`src/hw/regfile_pkg.sv`:
```
// Constants, types and register map for the processor register file.
package regfile_pkg;

  // Byte register index for the datapath port; the bus map keeps its order for bank bytes 0 to 7 only.
  localparam logic [3:0] IDX_FIRST_HIGH  = 4'h0;
  localparam logic [3:0] IDX_FIRST_LOW   = 4'h1;
  localparam logic [3:0] IDX_SECOND_HIGH = 4'h2;
  localparam logic [3:0] IDX_SECOND_LOW  = 4'h3;
  localparam logic [3:0] IDX_THIRD_HIGH  = 4'h4;
  localparam logic [3:0] IDX_THIRD_LOW   = 4'h5;
  localparam logic [3:0] IDX_FLAGS       = 4'h6;
  localparam logic [3:0] IDX_ACCUM       = 4'h7;
  localparam logic [3:0] IDX_VEC_BASE    = 4'h8;
  localparam logic [3:0] IDX_REFRESH     = 4'h9;

  // Pair index for the 16-bit port.
  localparam logic [2:0] PAIR_FIRST  = 3'h0;
  localparam logic [2:0] PAIR_SECOND = 3'h1;
  localparam logic [2:0] PAIR_THIRD  = 3'h2;
  localparam logic [2:0] PAIR_STACK  = 3'h3;
  localparam logic [2:0] PAIR_IDX1   = 3'h4;
  localparam logic [2:0] PAIR_IDX2   = 3'h5;
  localparam logic [2:0] PAIR_PC     = 3'h6;
  localparam logic [2:0] PAIR_AF     = 3'h7;

  // Bus word index (byte address divided by four).
  localparam logic [4:0] W_MAIN_BASE = 5'h00;
  localparam logic [4:0] W_ALT_BASE  = 5'h08;
  localparam logic [4:0] W_VEC_BASE  = 5'h10;
  localparam logic [4:0] W_REFRESH   = 5'h11;
  localparam logic [4:0] W_IDX1      = 5'h12;
  localparam logic [4:0] W_IDX2      = 5'h13;
  localparam logic [4:0] W_STACK     = 5'h14;
  localparam logic [4:0] W_PC        = 5'h15;
  localparam logic [4:0] W_STATUS    = 5'h16;

  // Status word bit positions.
  localparam int ST_EN1 = 0;
  localparam int ST_EN2 = 1;
  localparam int ST_KA  = 2;
  localparam int ST_KB  = 3;
  localparam int ST_AFS = 4;
  localparam int ST_GPS = 5;
  localparam int ST_NMP = 6;

  localparam logic [1:0] MODE0 = 2'h0;
  localparam logic [1:0] MODE1 = 2'h1;
  localparam logic [1:0] MODE2 = 2'h2;

  localparam logic [15:0] NMI_RESTART  = 16'h0066;
  localparam logic [15:0] INT1_RESTART = 16'h0038;
  localparam logic [15:0] STACK_STEP   = 16'h0002;
  localparam logic [15:0] PC_STEP      = 16'h0001;
  localparam logic [6:0]  REFRESH_STEP = 7'h01;
  localparam logic [7:0]  VEC_EVEN     = 8'hFE;
  localparam logic [1:0]  RESP_OKAY    = 2'h0;
  localparam logic [1:0]  RESP_SLVERR  = 2'h2;

  typedef struct packed {
    logic       en;
    logic [3:0] sel;
    logic [7:0] data;
  } byte_wr_t;

  typedef struct packed {
    logic        en;
    logic [2:0]  sel;
    logic [15:0] data;
  } pair_wr_t;

  typedef struct packed {
    logic        nmi;
    logic        irq;
    logic [1:0]  mode;
    logic [15:0] addr;
  } take_t;

endpackage

```
`src/hw/cpu_register_file_irq_status.sv`:
```
// Register file, interrupt status flops and request sampling with an AXI4-Lite view.
//
// Our own choices: the AXI4-Lite interface to the registers and the register offsets.
`timescale 1ns/1ps
module cpu_register_file_irq_status (
  input  wire logic                    i_clk_sys,
  input  wire logic                    i_srst,
  input  wire logic [3:0]              i_rd_byte_sel,
  output logic      [7:0]              o_rd_byte,
  input  wire logic [2:0]              i_rd_pair_sel,
  output logic      [15:0]             o_rd_pair,
  input  wire regfile_pkg::byte_wr_t   i_byte_wr,
  input  wire regfile_pkg::pair_wr_t   i_pair_wr,
  input  wire logic                    i_swap_af,
  input  wire logic                    i_swap_general,
  input  wire logic                    i_sp_push,
  input  wire logic                    i_sp_pop,
  input  wire logic                    i_pc_inc,
  input  wire logic                    i_refresh,
  output logic      [7:0]              o_refresh_addr,
  input  wire logic                    i_op_enable,
  input  wire logic                    i_op_disable,
  input  wire logic                    i_op_unmaskable_return,
  input  wire logic                    i_op_set_mode,
  input  wire logic [1:0]              i_mode_value,
  input  wire logic                    i_instr_last,
  input  wire logic                    i_nmi_n,
  input  wire logic                    i_int_n,
  input  wire logic                    i_vec_valid,
  input  wire logic [7:0]              i_vec_byte,
  output regfile_pkg::take_t           o_take,
  output logic      [15:0]             o_vec_ptr,
  input  wire logic                    s_axi_awvalid,
  output logic                         s_axi_awready,
  input  wire logic [31:0]             s_axi_awaddr,
  input  wire logic                    s_axi_wvalid,
  output logic                         s_axi_wready,
  input  wire logic [31:0]             s_axi_wdata,
  input  wire logic [3:0]              s_axi_wstrb,
  output logic                         s_axi_bvalid,
  input  wire logic                    s_axi_bready,
  output logic      [1:0]              s_axi_bresp,
  input  wire logic                    s_axi_arvalid,
  output logic                         s_axi_arready,
  input  wire logic [31:0]             s_axi_araddr,
  output logic                         s_axi_rvalid,
  input  wire logic                    s_axi_rready,
  output logic      [31:0]             s_axi_rdata,
  output logic      [1:0]              s_axi_rresp
);

  // storage: 16 swappable bytes, two 8-bit and four 16-bit registers (208 bits).
  logic [7:0]  bank_q [2][8];
  logic [7:0]  vec_base_q;
  logic [7:0]  refresh_q;
  logic [15:0] idx1_q;
  logic [15:0] idx2_q;
  logic [15:0] stack_q;
  logic [15:0] pc_q;
  logic        af_sel_q;
  logic        gp_sel_q;
  logic        enable_flop_one_q;
  logic        enable_flop_two_q;
  logic        response_kind_flop_a_q;
  logic        response_kind_flop_b_q;
  logic        nmi_meta_q;
  logic        nmi_sync_q;
  logic        nmi_prev_q;
  logic        int_meta_q;
  logic        int_sync_q;
  logic        nmi_pend_q;
  logic        nmi_take;
  logic        int_take;
  logic [1:0]  mode;
  logic        wr_go;
  logic        rd_go;
  logic [4:0]  wr_word;
  logic [4:0]  rd_word;
  logic        wr_bank_hit;
  logic        rd_bank_hit;
  logic [31:0] rd_value;
  logic        rd_hit;
  logic        wr_hit;

  // Selects the physical copy: flags and accumulator follow one swap, the rest the other.
  function automatic logic bank_of(input logic [2:0] idx, input logic afs, input logic gps);
    bank_of = (idx >= regfile_pkg::IDX_FLAGS[2:0]) ? afs : gps;
  endfunction

  function automatic logic [15:0] merge16(input logic [15:0] old, input logic [31:0] d,
                                          input logic [3:0] s);
    merge16 = {s[1] ? d[15:8] : old[15:8], s[0] ? d[7:0] : old[7:0]};
  endfunction

  assign mode = {response_kind_flop_b_q, response_kind_flop_a_q};

  // Two-flop synchronisers; the first stage is never looked at, and a third nmi flop keeps the last level for the edge.
  always_ff @(posedge i_clk_sys) begin
    if (i_srst) begin
      nmi_meta_q <= 1'b1;
      nmi_sync_q <= 1'b1;
      nmi_prev_q <= 1'b1;
      int_meta_q <= 1'b1;
      int_sync_q <= 1'b1;
    end else begin
      nmi_meta_q <= i_nmi_n;
      nmi_sync_q <= nmi_meta_q;
      nmi_prev_q <= nmi_sync_q;
      int_meta_q <= i_int_n;
      int_sync_q <= int_meta_q;
    end
  end

  // unblockable edge latch: a new edge wins over the clearing take.
  always_ff @(posedge i_clk_sys) begin
    if (i_srst) begin
      nmi_pend_q <= 1'b0;
    end else begin
      nmi_pend_q <= (nmi_prev_q & ~nmi_sync_q) | (nmi_pend_q & ~nmi_take);
    end
  end

  // sample at last clock. unmaskable first, maskable left pending.
  assign nmi_take = i_instr_last & nmi_pend_q;
  // enable gating. any low level on the shared line pends.
  assign int_take = i_instr_last & ~nmi_pend_q & ~int_sync_q & enable_flop_one_q;

  always_ff @(posedge i_clk_sys) begin
    if (i_srst || i_op_disable) begin
      enable_flop_one_q <= 1'b0;
      enable_flop_two_q <= 1'b0;
    end else if (nmi_take) begin
      enable_flop_one_q <= 1'b0;
      enable_flop_two_q <= enable_flop_one_q;
    end else if (int_take) begin
      enable_flop_one_q <= 1'b0;
      enable_flop_two_q <= 1'b0;
    end else if (i_op_enable) begin
      enable_flop_one_q <= 1'b1;
      enable_flop_two_q <= 1'b1;
    end else if (i_op_unmaskable_return) begin
      enable_flop_one_q <= enable_flop_two_q;
    end
  end

  // reset to mode 0. modes 0 to 2; an undefined value is ignored.
  always_ff @(posedge i_clk_sys) begin
    if (i_srst) begin
      response_kind_flop_a_q <= 1'b0;
      response_kind_flop_b_q <= 1'b0;
    end else if (i_op_set_mode && i_mode_value <= regfile_pkg::MODE2) begin
      response_kind_flop_a_q <= i_mode_value[0];
      response_kind_flop_b_q <= i_mode_value[1];
    end
  end

  // fixed unmaskable target. restart 0066H. mode 1 restart 0038H.
  always_ff @(posedge i_clk_sys) begin
    if (i_srst) begin
      o_take <= '0;
    end else begin
      o_take.nmi  <= nmi_take;
      o_take.irq  <= int_take;
      o_take.mode <= nmi_take ? regfile_pkg::MODE1 : mode;
      o_take.addr <= nmi_take ? regfile_pkg::NMI_RESTART :
                     (mode == regfile_pkg::MODE1) ? regfile_pkg::INT1_RESTART : '0;
    end
  end

  // vectored dispatch. base high byte, even vector low. base use.
  always_ff @(posedge i_clk_sys) begin
    if (i_srst) begin
      o_vec_ptr <= '0;
    end else if (i_vec_valid) begin
      o_vec_ptr <= {vec_base_q, i_vec_byte & regfile_pkg::VEC_EVEN};
    end
  end

  // exchange flips which copy is presented.
  always_ff @(posedge i_clk_sys) begin
    if (i_srst) begin
      af_sel_q <= 1'b0;
      gp_sel_q <= 1'b0;
    end else begin
      af_sel_q <= af_sel_q ^ i_swap_af;
      gp_sel_q <= gp_sel_q ^ i_swap_general;
    end
  end

  // Bus handshake: write address and data are taken together once both are valid.
  assign wr_go         = s_axi_awvalid & s_axi_wvalid & ~s_axi_bvalid;
  assign s_axi_awready = wr_go;
  assign s_axi_wready  = wr_go;
  assign rd_go         = s_axi_arvalid & ~s_axi_rvalid;
  assign s_axi_arready = rd_go;
  assign wr_word       = s_axi_awaddr[6:2];
  assign rd_word       = s_axi_araddr[6:2];
  assign wr_bank_hit   = (s_axi_awaddr[31:7] == '0) && (wr_word < regfile_pkg::W_VEC_BASE);
  assign rd_bank_hit   = (s_axi_araddr[31:7] == '0) && (rd_word < regfile_pkg::W_VEC_BASE);
  assign wr_hit = (s_axi_awaddr[31:7] == '0) && (wr_word < regfile_pkg::W_STATUS);

  // two copies. six general bytes per set. Bus writes land after datapath writes.
  always_ff @(posedge i_clk_sys) begin
    if (i_srst) begin
      for (int b = 0; b < 2; b++) begin
        for (int r = 0; r < 8; r++) begin
          bank_q[b][r] <= '0;
        end
      end
    end else begin
      if (i_byte_wr.en && !i_byte_wr.sel[3]) begin
        bank_q[bank_of(i_byte_wr.sel[2:0], af_sel_q, gp_sel_q)][i_byte_wr.sel[2:0]]
          <= i_byte_wr.data;
      end
      // pair writes: first-named register takes the upper byte.
      if (i_pair_wr.en && i_pair_wr.sel <= regfile_pkg::PAIR_THIRD) begin
        bank_q[gp_sel_q][{i_pair_wr.sel[1:0], 1'b0}] <= i_pair_wr.data[15:8];
        bank_q[gp_sel_q][{i_pair_wr.sel[1:0], 1'b1}] <= i_pair_wr.data[7:0];
      end
      if (i_pair_wr.en && i_pair_wr.sel == regfile_pkg::PAIR_AF) begin
        bank_q[af_sel_q][regfile_pkg::IDX_ACCUM[2:0]] <= i_pair_wr.data[15:8];
        bank_q[af_sel_q][regfile_pkg::IDX_FLAGS[2:0]] <= i_pair_wr.data[7:0];
      end
      if (wr_go && wr_bank_hit && s_axi_wstrb[0]) begin
        bank_q[wr_word[3]][wr_word[2:0]] <= s_axi_wdata[7:0];
      end
    end
  end

  // vector base and refresh counter: only the low seven bits count.
  always_ff @(posedge i_clk_sys) begin
    if (i_srst) begin
      vec_base_q     <= '0;
      refresh_q      <= '0;
      o_refresh_addr <= '0;
    end else begin
      if (i_refresh) begin
        o_refresh_addr <= refresh_q;
        refresh_q      <= {refresh_q[7], refresh_q[6:0] + regfile_pkg::REFRESH_STEP};
      end
      if (i_byte_wr.en && i_byte_wr.sel == regfile_pkg::IDX_VEC_BASE) begin
        vec_base_q <= i_byte_wr.data;
      end
      if (i_byte_wr.en && i_byte_wr.sel == regfile_pkg::IDX_REFRESH) begin
        refresh_q <= i_byte_wr.data;
      end
      if (wr_go && wr_hit && s_axi_wstrb[0] && wr_word == regfile_pkg::W_VEC_BASE) begin
        vec_base_q <= s_axi_wdata[7:0];
      end
      if (wr_go && wr_hit && s_axi_wstrb[0] && wr_word == regfile_pkg::W_REFRESH) begin
        refresh_q <= s_axi_wdata[7:0];
      end
    end
  end

  // index bases, stack pointer, program counter.
  always_ff @(posedge i_clk_sys) begin
    if (i_srst) begin
      idx1_q  <= '0;
      idx2_q  <= '0;
      stack_q <= '0;
      pc_q    <= '0;
    end else begin
      if (i_sp_push) begin
        stack_q <= stack_q - regfile_pkg::STACK_STEP;
      end else if (i_sp_pop) begin
        stack_q <= stack_q + regfile_pkg::STACK_STEP;
      end
      if (i_pc_inc) begin
        pc_q <= pc_q + regfile_pkg::PC_STEP;
      end
      if (i_pair_wr.en) begin
        case (i_pair_wr.sel)
          regfile_pkg::PAIR_STACK: stack_q <= i_pair_wr.data;
          regfile_pkg::PAIR_IDX1:  idx1_q  <= i_pair_wr.data;
          regfile_pkg::PAIR_IDX2:  idx2_q  <= i_pair_wr.data;
          regfile_pkg::PAIR_PC:    pc_q    <= i_pair_wr.data;
          default: ;
        endcase
      end
      if (wr_go && wr_hit) begin
        case (wr_word)
          regfile_pkg::W_IDX1:  idx1_q  <= merge16(idx1_q, s_axi_wdata, s_axi_wstrb);
          regfile_pkg::W_IDX2:  idx2_q  <= merge16(idx2_q, s_axi_wdata, s_axi_wstrb);
          regfile_pkg::W_STACK: stack_q <= merge16(stack_q, s_axi_wdata, s_axi_wstrb);
          regfile_pkg::W_PC:    pc_q    <= merge16(pc_q, s_axi_wdata, s_axi_wstrb);
          default: ;
        endcase
      end
    end
  end

  // Datapath reads are registered, so data appears one cycle after the select.
  always_ff @(posedge i_clk_sys) begin
    if (i_srst) begin
      o_rd_byte <= '0;
      o_rd_pair <= '0;
    end else begin
      case (i_rd_byte_sel)
        regfile_pkg::IDX_VEC_BASE: o_rd_byte <= vec_base_q;
        regfile_pkg::IDX_REFRESH:  o_rd_byte <= refresh_q;
        default: o_rd_byte <= i_rd_byte_sel[3] ? 8'h00 :
          bank_q[bank_of(i_rd_byte_sel[2:0], af_sel_q, gp_sel_q)][i_rd_byte_sel[2:0]];
      endcase
      case (i_rd_pair_sel)
        regfile_pkg::PAIR_STACK: o_rd_pair <= stack_q;
        regfile_pkg::PAIR_IDX1:  o_rd_pair <= idx1_q;
        regfile_pkg::PAIR_IDX2:  o_rd_pair <= idx2_q;
        regfile_pkg::PAIR_PC:    o_rd_pair <= pc_q;
        regfile_pkg::PAIR_AF:    o_rd_pair <= {bank_q[af_sel_q][regfile_pkg::IDX_ACCUM[2:0]],
                                               bank_q[af_sel_q][regfile_pkg::IDX_FLAGS[2:0]]};
        default: o_rd_pair <= {bank_q[gp_sel_q][{i_rd_pair_sel[1:0], 1'b0}],
                               bank_q[gp_sel_q][{i_rd_pair_sel[1:0], 1'b1}]};
      endcase
    end
  end

  // Bus read mux; the status word is read only and bus writes to it are ignored.
  always_comb begin
    rd_value = '0;
    rd_hit   = (s_axi_araddr[31:7] == '0) && (rd_word <= regfile_pkg::W_STATUS);
    if (rd_bank_hit) begin
      rd_value[7:0] = bank_q[rd_word[3]][rd_word[2:0]];
    end else begin
      case (rd_word)
        regfile_pkg::W_VEC_BASE: rd_value[7:0]  = vec_base_q;
        regfile_pkg::W_REFRESH:  rd_value[7:0]  = refresh_q;
        regfile_pkg::W_IDX1:     rd_value[15:0] = idx1_q;
        regfile_pkg::W_IDX2:     rd_value[15:0] = idx2_q;
        regfile_pkg::W_STACK:    rd_value[15:0] = stack_q;
        regfile_pkg::W_PC:       rd_value[15:0] = pc_q;
        regfile_pkg::W_STATUS: begin
          rd_value[regfile_pkg::ST_EN1] = enable_flop_one_q;
          rd_value[regfile_pkg::ST_EN2] = enable_flop_two_q;
          rd_value[regfile_pkg::ST_KA]  = response_kind_flop_a_q;
          rd_value[regfile_pkg::ST_KB]  = response_kind_flop_b_q;
          rd_value[regfile_pkg::ST_AFS] = af_sel_q;
          rd_value[regfile_pkg::ST_GPS] = gp_sel_q;
          rd_value[regfile_pkg::ST_NMP] = nmi_pend_q;
        end
        default: rd_value = '0;
      endcase
    end
  end

  always_ff @(posedge i_clk_sys) begin
    if (i_srst) begin
      s_axi_bvalid <= 1'b0;
      s_axi_bresp  <= regfile_pkg::RESP_OKAY;
    end else if (wr_go) begin
      s_axi_bvalid <= 1'b1;
      s_axi_bresp  <= (wr_hit || wr_word == regfile_pkg::W_STATUS) && s_axi_awaddr[31:7] == '0
                      ? regfile_pkg::RESP_OKAY : regfile_pkg::RESP_SLVERR;
    end else if (s_axi_bready) begin
      s_axi_bvalid <= 1'b0;
    end
  end

  always_ff @(posedge i_clk_sys) begin
    if (i_srst) begin
      s_axi_rvalid <= 1'b0;
      s_axi_rdata  <= '0;
      s_axi_rresp  <= regfile_pkg::RESP_OKAY;
    end else if (rd_go) begin
      s_axi_rvalid <= 1'b1;
      s_axi_rdata  <= rd_value;
      s_axi_rresp  <= rd_hit ? regfile_pkg::RESP_OKAY : regfile_pkg::RESP_SLVERR;
    end else if (s_axi_rready) begin
      s_axi_rvalid <= 1'b0;
    end
  end

  // Unmaskable take restarts at its fixed address, whatever mode is set.
  a_nmi_target: assert property (@(posedge i_clk_sys) disable iff (i_srst)
    nmi_take |=> o_take.nmi && o_take.addr == 16'h0066 && !o_take.irq)
    else $error("unmaskable take did not restart at the fixed address");

  a_nmi_beats_int: assert property (@(posedge i_clk_sys) disable iff (i_srst)
    (i_instr_last && nmi_pend_q && !int_sync_q) |-> !int_take)
    else $error("maskable request taken while unmaskable one pending");

  a_int_masked: assert property (@(posedge i_clk_sys) disable iff (i_srst)
    o_take.irq |-> $past(enable_flop_one_q))
    else $error("maskable request taken while disabled");

  a_sample_point: assert property (@(posedge i_clk_sys) disable iff (i_srst)
    (o_take.nmi || o_take.irq) |-> $past(i_instr_last))
    else $error("request taken outside the last clock");

  a_nmi_copy: assert property (@(posedge i_clk_sys) disable iff (i_srst)
    (nmi_take && !i_op_disable) |=> !enable_flop_one_q &&
      enable_flop_two_q == $past(enable_flop_one_q))
    else $error("enable flops wrong after unmaskable accept");

  a_mode1_target: assert property (@(posedge i_clk_sys) disable iff (i_srst)
    (o_take.irq && o_take.mode == 2'h1) |-> o_take.addr == 16'h0038)
    else $error("mode 1 take not at its restart address");

  a_vec_pointer: assert property (@(posedge i_clk_sys) disable iff (i_srst)
    i_vec_valid |=> o_vec_ptr == {$past(vec_base_q), $past(i_vec_byte) & 8'hFE})
    else $error("vector pointer malformed");

  a_refresh_seven: assert property (@(posedge i_clk_sys) disable iff (i_srst)
    (i_refresh && !i_byte_wr.en && !wr_go) |=> refresh_q[7] == $past(refresh_q[7]) &&
      refresh_q[6:0] == $past(refresh_q[6:0]) + 7'h01 && o_refresh_addr == $past(refresh_q))
    else $error("refresh counter step wrong");

  a_swap_flip: assert property (@(posedge i_clk_sys) disable iff (i_srst)
    i_swap_general |=> gp_sel_q != $past(gp_sel_q))
    else $error("exchange did not switch the general copy");

  a_mode_reset: assert property (@(posedge i_clk_sys)
    i_srst |=> mode == 2'h0 && !enable_flop_one_q && !enable_flop_two_q)
    else $error("reset did not select mode 0 with enables clear");

endmodule

```
`config.mk`:
```
export PLATFORM = sky130hd
export DESIGN_NAME = cpu_register_file_irq_status
export DESIGN_NICKNAME = d
export VERILOG_FILES = /design/src/hw/regfile_pkg.sv /design/src/hw/cpu_register_file_irq_status.sv
export SDC_FILE = /design/constraint.sdc
export NUM_CORES = 1
export LEC_CHECK = 0
export BUFFER_PORTS_ARGS = -buffer_cell sky130_fd_sc_hd__buf_2
export CAP_MARGIN = 20
export CELL_PAD_IN_SITES_DETAIL_PLACEMENT = 2
export CELL_PAD_IN_SITES_GLOBAL_PLACEMENT = 2
export CORE_ASPECT_RATIO = 1.5
export CORE_MARGIN = 8
export CORE_UTILIZATION = 40
export CTS_CLUSTER_DIAMETER = 50
export DETAILED_ROUTE_END_ITERATION = 8
export PLACE_DENSITY = 0.87
export RECOVER_POWER = 100
export REMOVE_ABC_BUFFERS = 1
export SLEW_MARGIN = 20
export SYNTH_ARGS = -nofsm -noshare
export SYNTH_HDL_FRONTEND = slang
export SYNTH_SLANG_ARGS = --single-unit
```
`constraint.sdc`:
```
create_clock -name i_clk_sys -period 5.4 [get_ports i_clk_sys]
set_input_delay 0.54 -clock i_clk_sys [delete_from_list [all_inputs] [get_ports i_clk_sys]]
set_output_delay 0.54 -clock i_clk_sys [all_outputs]
set_load 0.01 [all_outputs]
```
-- After elaboration in Yosys (flattened, before gate mapping)
Memory sizes are Yosys's and may differ from the RTL's. A register that Yosys moved wholly into a read port is not among the register bits.
Index checks and enable logic that the tools add are counted.
- register bits after elaboration: 197
- RAM bits: 128
- input port bits: 171
- word-level logic and storage cells: 388
- memories: 1
- $add $sub $neg: 4
- order comparisons: 20
- equality and inequality tests: 37
- mux-type cells: 160
- bitwise logic cells: 90
- reductions and logical operators: 38
- memory list (name ; words ; bits a word ; rd ports ; clocked after Yosys merged registers in ; wr ports ; RTL line ; RTL):
    bank_q ; 2 ; 64 ; 4 ; 2 ; 3 ; cpu_register_file_irq_status.sv:53 ; logic [7:0] bank_q [2][8];
- operators with widths (cell ; number):
    64-bit 2-to-1 mux ; 10
    16-bit 2-to-1 mux ; 19
    64-bit OR reduction ; 3
    8-bit 2-to-1 mux ; 21
    8-bit binary-select mux with 3-bit select ; 4
    8-bit demux with 3-bit select ; 4
    1-bit 2-to-1 mux ; 92
    16-bit one-hot mux with 5 select lines ; 1
    5-bit == test, second input constant ; 14
    1-bit bitwise OR ; 65
    25-bit logical NOT ; 2
    7-bit one-hot mux with 7 select lines ; 1
    4-bit >= comparator, second input constant ; 8
    3-bit NOT with 4-bit output ; 8
    8-bit one-hot mux with 4 select lines ; 1
    3-bit == test, second input constant ; 8
    3-bit != test, second input constant ; 8
    1-bit logical AND ; 21
    16-bit by 1-bit adder with 16-bit output, second input constant ; 1
    16-bit by 2-bit adder with 16-bit output, second input constant ; 1
    4-bit == test, second input constant ; 4
    4-bit by 1-bit less-than comparator with 1-bit output, second input constant ; 4
    8-bit one-hot mux with 2 select lines ; 1
    16-bit by 2-bit subtractor with 16-bit output, second input constant ; 1
    other kinds (21) ; 47

-- Depth between registers and ports, before layout
- depth after elaboration: 10
- depth in mapped cells: 8
- mapped depth without buffers: 7

-- Worst setup path before layout
Ideal clock, no wire load.
- path type: in2reg
- start: input port i_byte_wr[9] (netlist bit)
- end: memory bank_q[1][56] (netlist bit) (enable)
- library setup time: 0.404 ns
- data arrival time: 2.386 ns
- required time: 4.996 ns
- slack: 2.610 ns
- cell stages on the path: 4
- path buffers: 2
- cells stage by stage: clkbuf_1 > or3_1 > clkbuf_1 > o311ai_0
- RTL lines (item ; RTL line ; RTL):
    from (decl) ; cpu_register_file_irq_status.sv:12 ; input wire regfile_pkg::byte_wr_t i_byte_wr,
    to (decl) ; cpu_register_file_irq_status.sv:53 ;

==> results.yml <==
clock_tree:
  clk_latency_ps: 550
  path_clk_slew_ps: 60
  htree_levels: 2
  cts_tree: "done"
  cts_setup_buffers: 0
  clockRootBuffer: "clkbuf_16"
  ctsHoldBuffers: 0
  cts.sinks: 293
  clockBufferDepth: 3
  cts_buffers: 37
  cts_resized: 0
drt:
  num_vias: 19570
  ant_nets: 0
  drt_iter0_markers: 1472
  wl_um: 100300
  drt_pass1_iterations: 5
  post-route-drc-count: 0
  routedWlPerCell_um: 34.65
  via_per_inst: 6.761
floorplan:
  die_w_um: 198.4
  core.rowCount: 100
  initial_core_util: 0.4040
  die_y_um: 289.6
  dieArea_mm2: 0.05747
  fp.coreArea_mm2: 0.04942
  io_pins: 280
global_route:
  grt_pass1_vias: 21390
  grt_overflow_total: 0
  grt_max_degree: 116
  grt_usage: 0.3418
  grt_pass1_wl_um: 144800
  antenna_found_initial: 2
synth:
  synth_top_cells_by_area: "edfxtp_1 (19%), dfxtp_1 (17%), mux4_2 (10%)"
  synth-simple-area-share: 0.1693
  synth_area_mm2: 0.01997
  synth.largest_area_cell: "edfxtp_1"
  synth_xor_area_frac: 0.01140
  synth_top_family_by_area: "multiplexers"
  ys_ff_latch: 293
  synthArstFlopShare: 0
  ys_seq_area_frac: 0.3579
  synth_compound_area_frac: 0.1676
  synth_cell_types: 78
  yosysTopAreaCellShare: 0.1925
  ys_warn_count: 0
  netlist_instances: 2109
  synthAdderAreaFrac: 0.002507
  synth_edf_count: 128
  syn_area_per_cell_um2: 9.467
  muxShareOfSynthArea: 0.2326
  synth-main-ff-cell: "dfxtp_1"
timing:
  worst_pin_slew_ps: 2689
  worst_slack_ps: 1225
  whs_ps: 182.3
  skew_ps: 18.35
  period_needed_ps: 4175
  slew_viol_final: 158
  setup_tns_ps: 0
  rsz0062_at_grt: "no"
  setup-violations-final: 0
  max_freq_ghz: 0.2395
  post-route-period-util: 0.7731
  hold_viol: 0
  maxSlewHeadroom: -0.7929
layout:
  layout_common_cells: "nor2_1 (199), mux2i_1 (185), dfxtp_1 (165), nand2_1 (159), a21oi_1 (148)"
  fin_nets: 2379
  layout.cells.most_common: "nor2_1"
  drive_above_1_share: 0.1897
  syn_to_final_growth_pct: 12.63
  final_cells: 2895
critical_path:
  cp.arrival_ps: 4580
  crit_buf_inv: 1
  cp_cell_sequence: "nand2b_1, nor2_2, clkbuf_1, nor3_1, a22o_1, mux2_1"
  max_stage_delay_ps: 1670
  critical-path-top-delay-family: "flip-flops"
  path_max_fanout: 32
  worstSetupEndpointType: "flip-flop"
  crit_slowest_cell: "dfxtp_1"
  cp-start-kind: "flip-flop"
  critPathKind: "reg -> reg"
  required_ps: 5810
place:
  place_hpwl_um: 72290
  gp_congestion: 0.9823
  dpl_worst_slack_ps: 1578
  io_buffers: 227
  dp_cells: 2825
power_and_ir_drop:
  vdd_drop_max_mv: 0.1704
  cellLeakagePower_nw: 8.322
  cellPowerDensity_mw_per_mm2: 279.8
run:
  drv_cap: 3
outcome:
  outcome: "complete, but fails checks"
  failed_checks: "capacitance limit, slew limit"
hold_path:
  worst_hold_path_type: "in -> reg"
==> logic make-up after synthesis <==
| logic type | Yosys count |
|---|---|
| other cells | 1 |
| flops | 293 |
| buf+inv | 266 |
| simple gates | 662 |
| compound gates | 513 |
| mux | 344 |
| fa+ha+maj | 4 |
| xor+xnor | 26 |
==> cells in the mapped netlist (all sizes together), types with 5 or more instances <==
cell      n
a211o     8
a211oi   75
a21o     21
a21oi   148
a222oi   14
a22o     16
a22oi    62
a311oi    6
a31oi     6
and2     14
and3     13
and4     12
buf      88
clkbuf  155
dfxtp   165
edfxtp  128
inv      22
mux2     70
mux2i   185
mux4     89
nand2   159
nand2b   31
nand3    23
nand3b    5
nand4    29
nand4b    6
nor2    203
nor2b    46
nor3     43
nor3b     7
nor4     25
nor4b     5
o211a     5
o211ai    9
o21a      6
o21ai    90
o22ai    18
or2       7
or3      12
or4       7
or4b      5
xnor2    16
xor2     10
==> state kept, by name, indices dropped and copies added, names as in the netlist, 15 cells and up <==
signal and cells:
o_rd_pair 16, idx2_q 16, o_vec_ptr 15, s_axi_rdata 16, pc_q 16, idx1_q 16
bank_q 128, stack_q 16
==> path summary, 6_finish.rpt <==
check | startpoint | to | slack (ps) | cells after the start
hold reg to reg | nmi_meta_q | nmi_sync_q | 420 | 1
hold / removal | i_nmi_n | nmi_meta_q | 180 | 2
setup / recovery | gp_sel_q | bank_q[0][20] | 1230 | 6
setup reg to reg | gp_sel_q | bank_q[0][20] | 1230 | 6
==> layer usage <==
layer,global-route usage,vias to the layer above,part of all wire
met3,0.06431,456,0.070
met2,0.6032,1038,0.50
met1,0.3459,9985,0.33
li1,-,8091,-
met5,0,-,0.00013
met4,0.2858,2,0.095
==> power by group <==
part,total [W],switching (W),internal (W)
clock,0.00264,0.00107,0.00157
sequential,0.00259,0.000160,0.00243
combinational,0.00106,0.000660,0.000396
total,0.00629,0.00189,0.00440
==> layout make-up <==
cell class,count,area (um^2)
Multi-Input combinational cell,1578,11840
Tap cell,663,829.5
Sequential cell,293,7147
Fill cell,5276,26930
Clock inverter,19,234.0
Antenna cell,2,5.005
Timing Repair Buffer,271,1336
Inverter,23,86.33
Clock buffer,46,1010
==> worst register-to-register path: cells and delay by family, from the launching register on <==
| family | cells | cell delay [ps] |
|---|---|---|
| DFF | 1 | 1670 |
| and+or+nand+nor | 3 | 1540 |
| buffers and inverters | 1 | 380 |
| AOI/OAI and AO/OA | 1 | 270 |
| muxes | 1 | 170 |
==> through the flow <==
stage               total power (W)    util  cell area (um^2)
floorplan                  0.003096       -             18990
finish                     0.006292  0.4550             22490
global placement           0.003598  0.4327             21390
CTS                        0.006274  0.4584             22650
global route               0.006429  0.4549             22480
detailed placement         0.003657  0.4332             21410
Power figures use the tool's default switching activity.
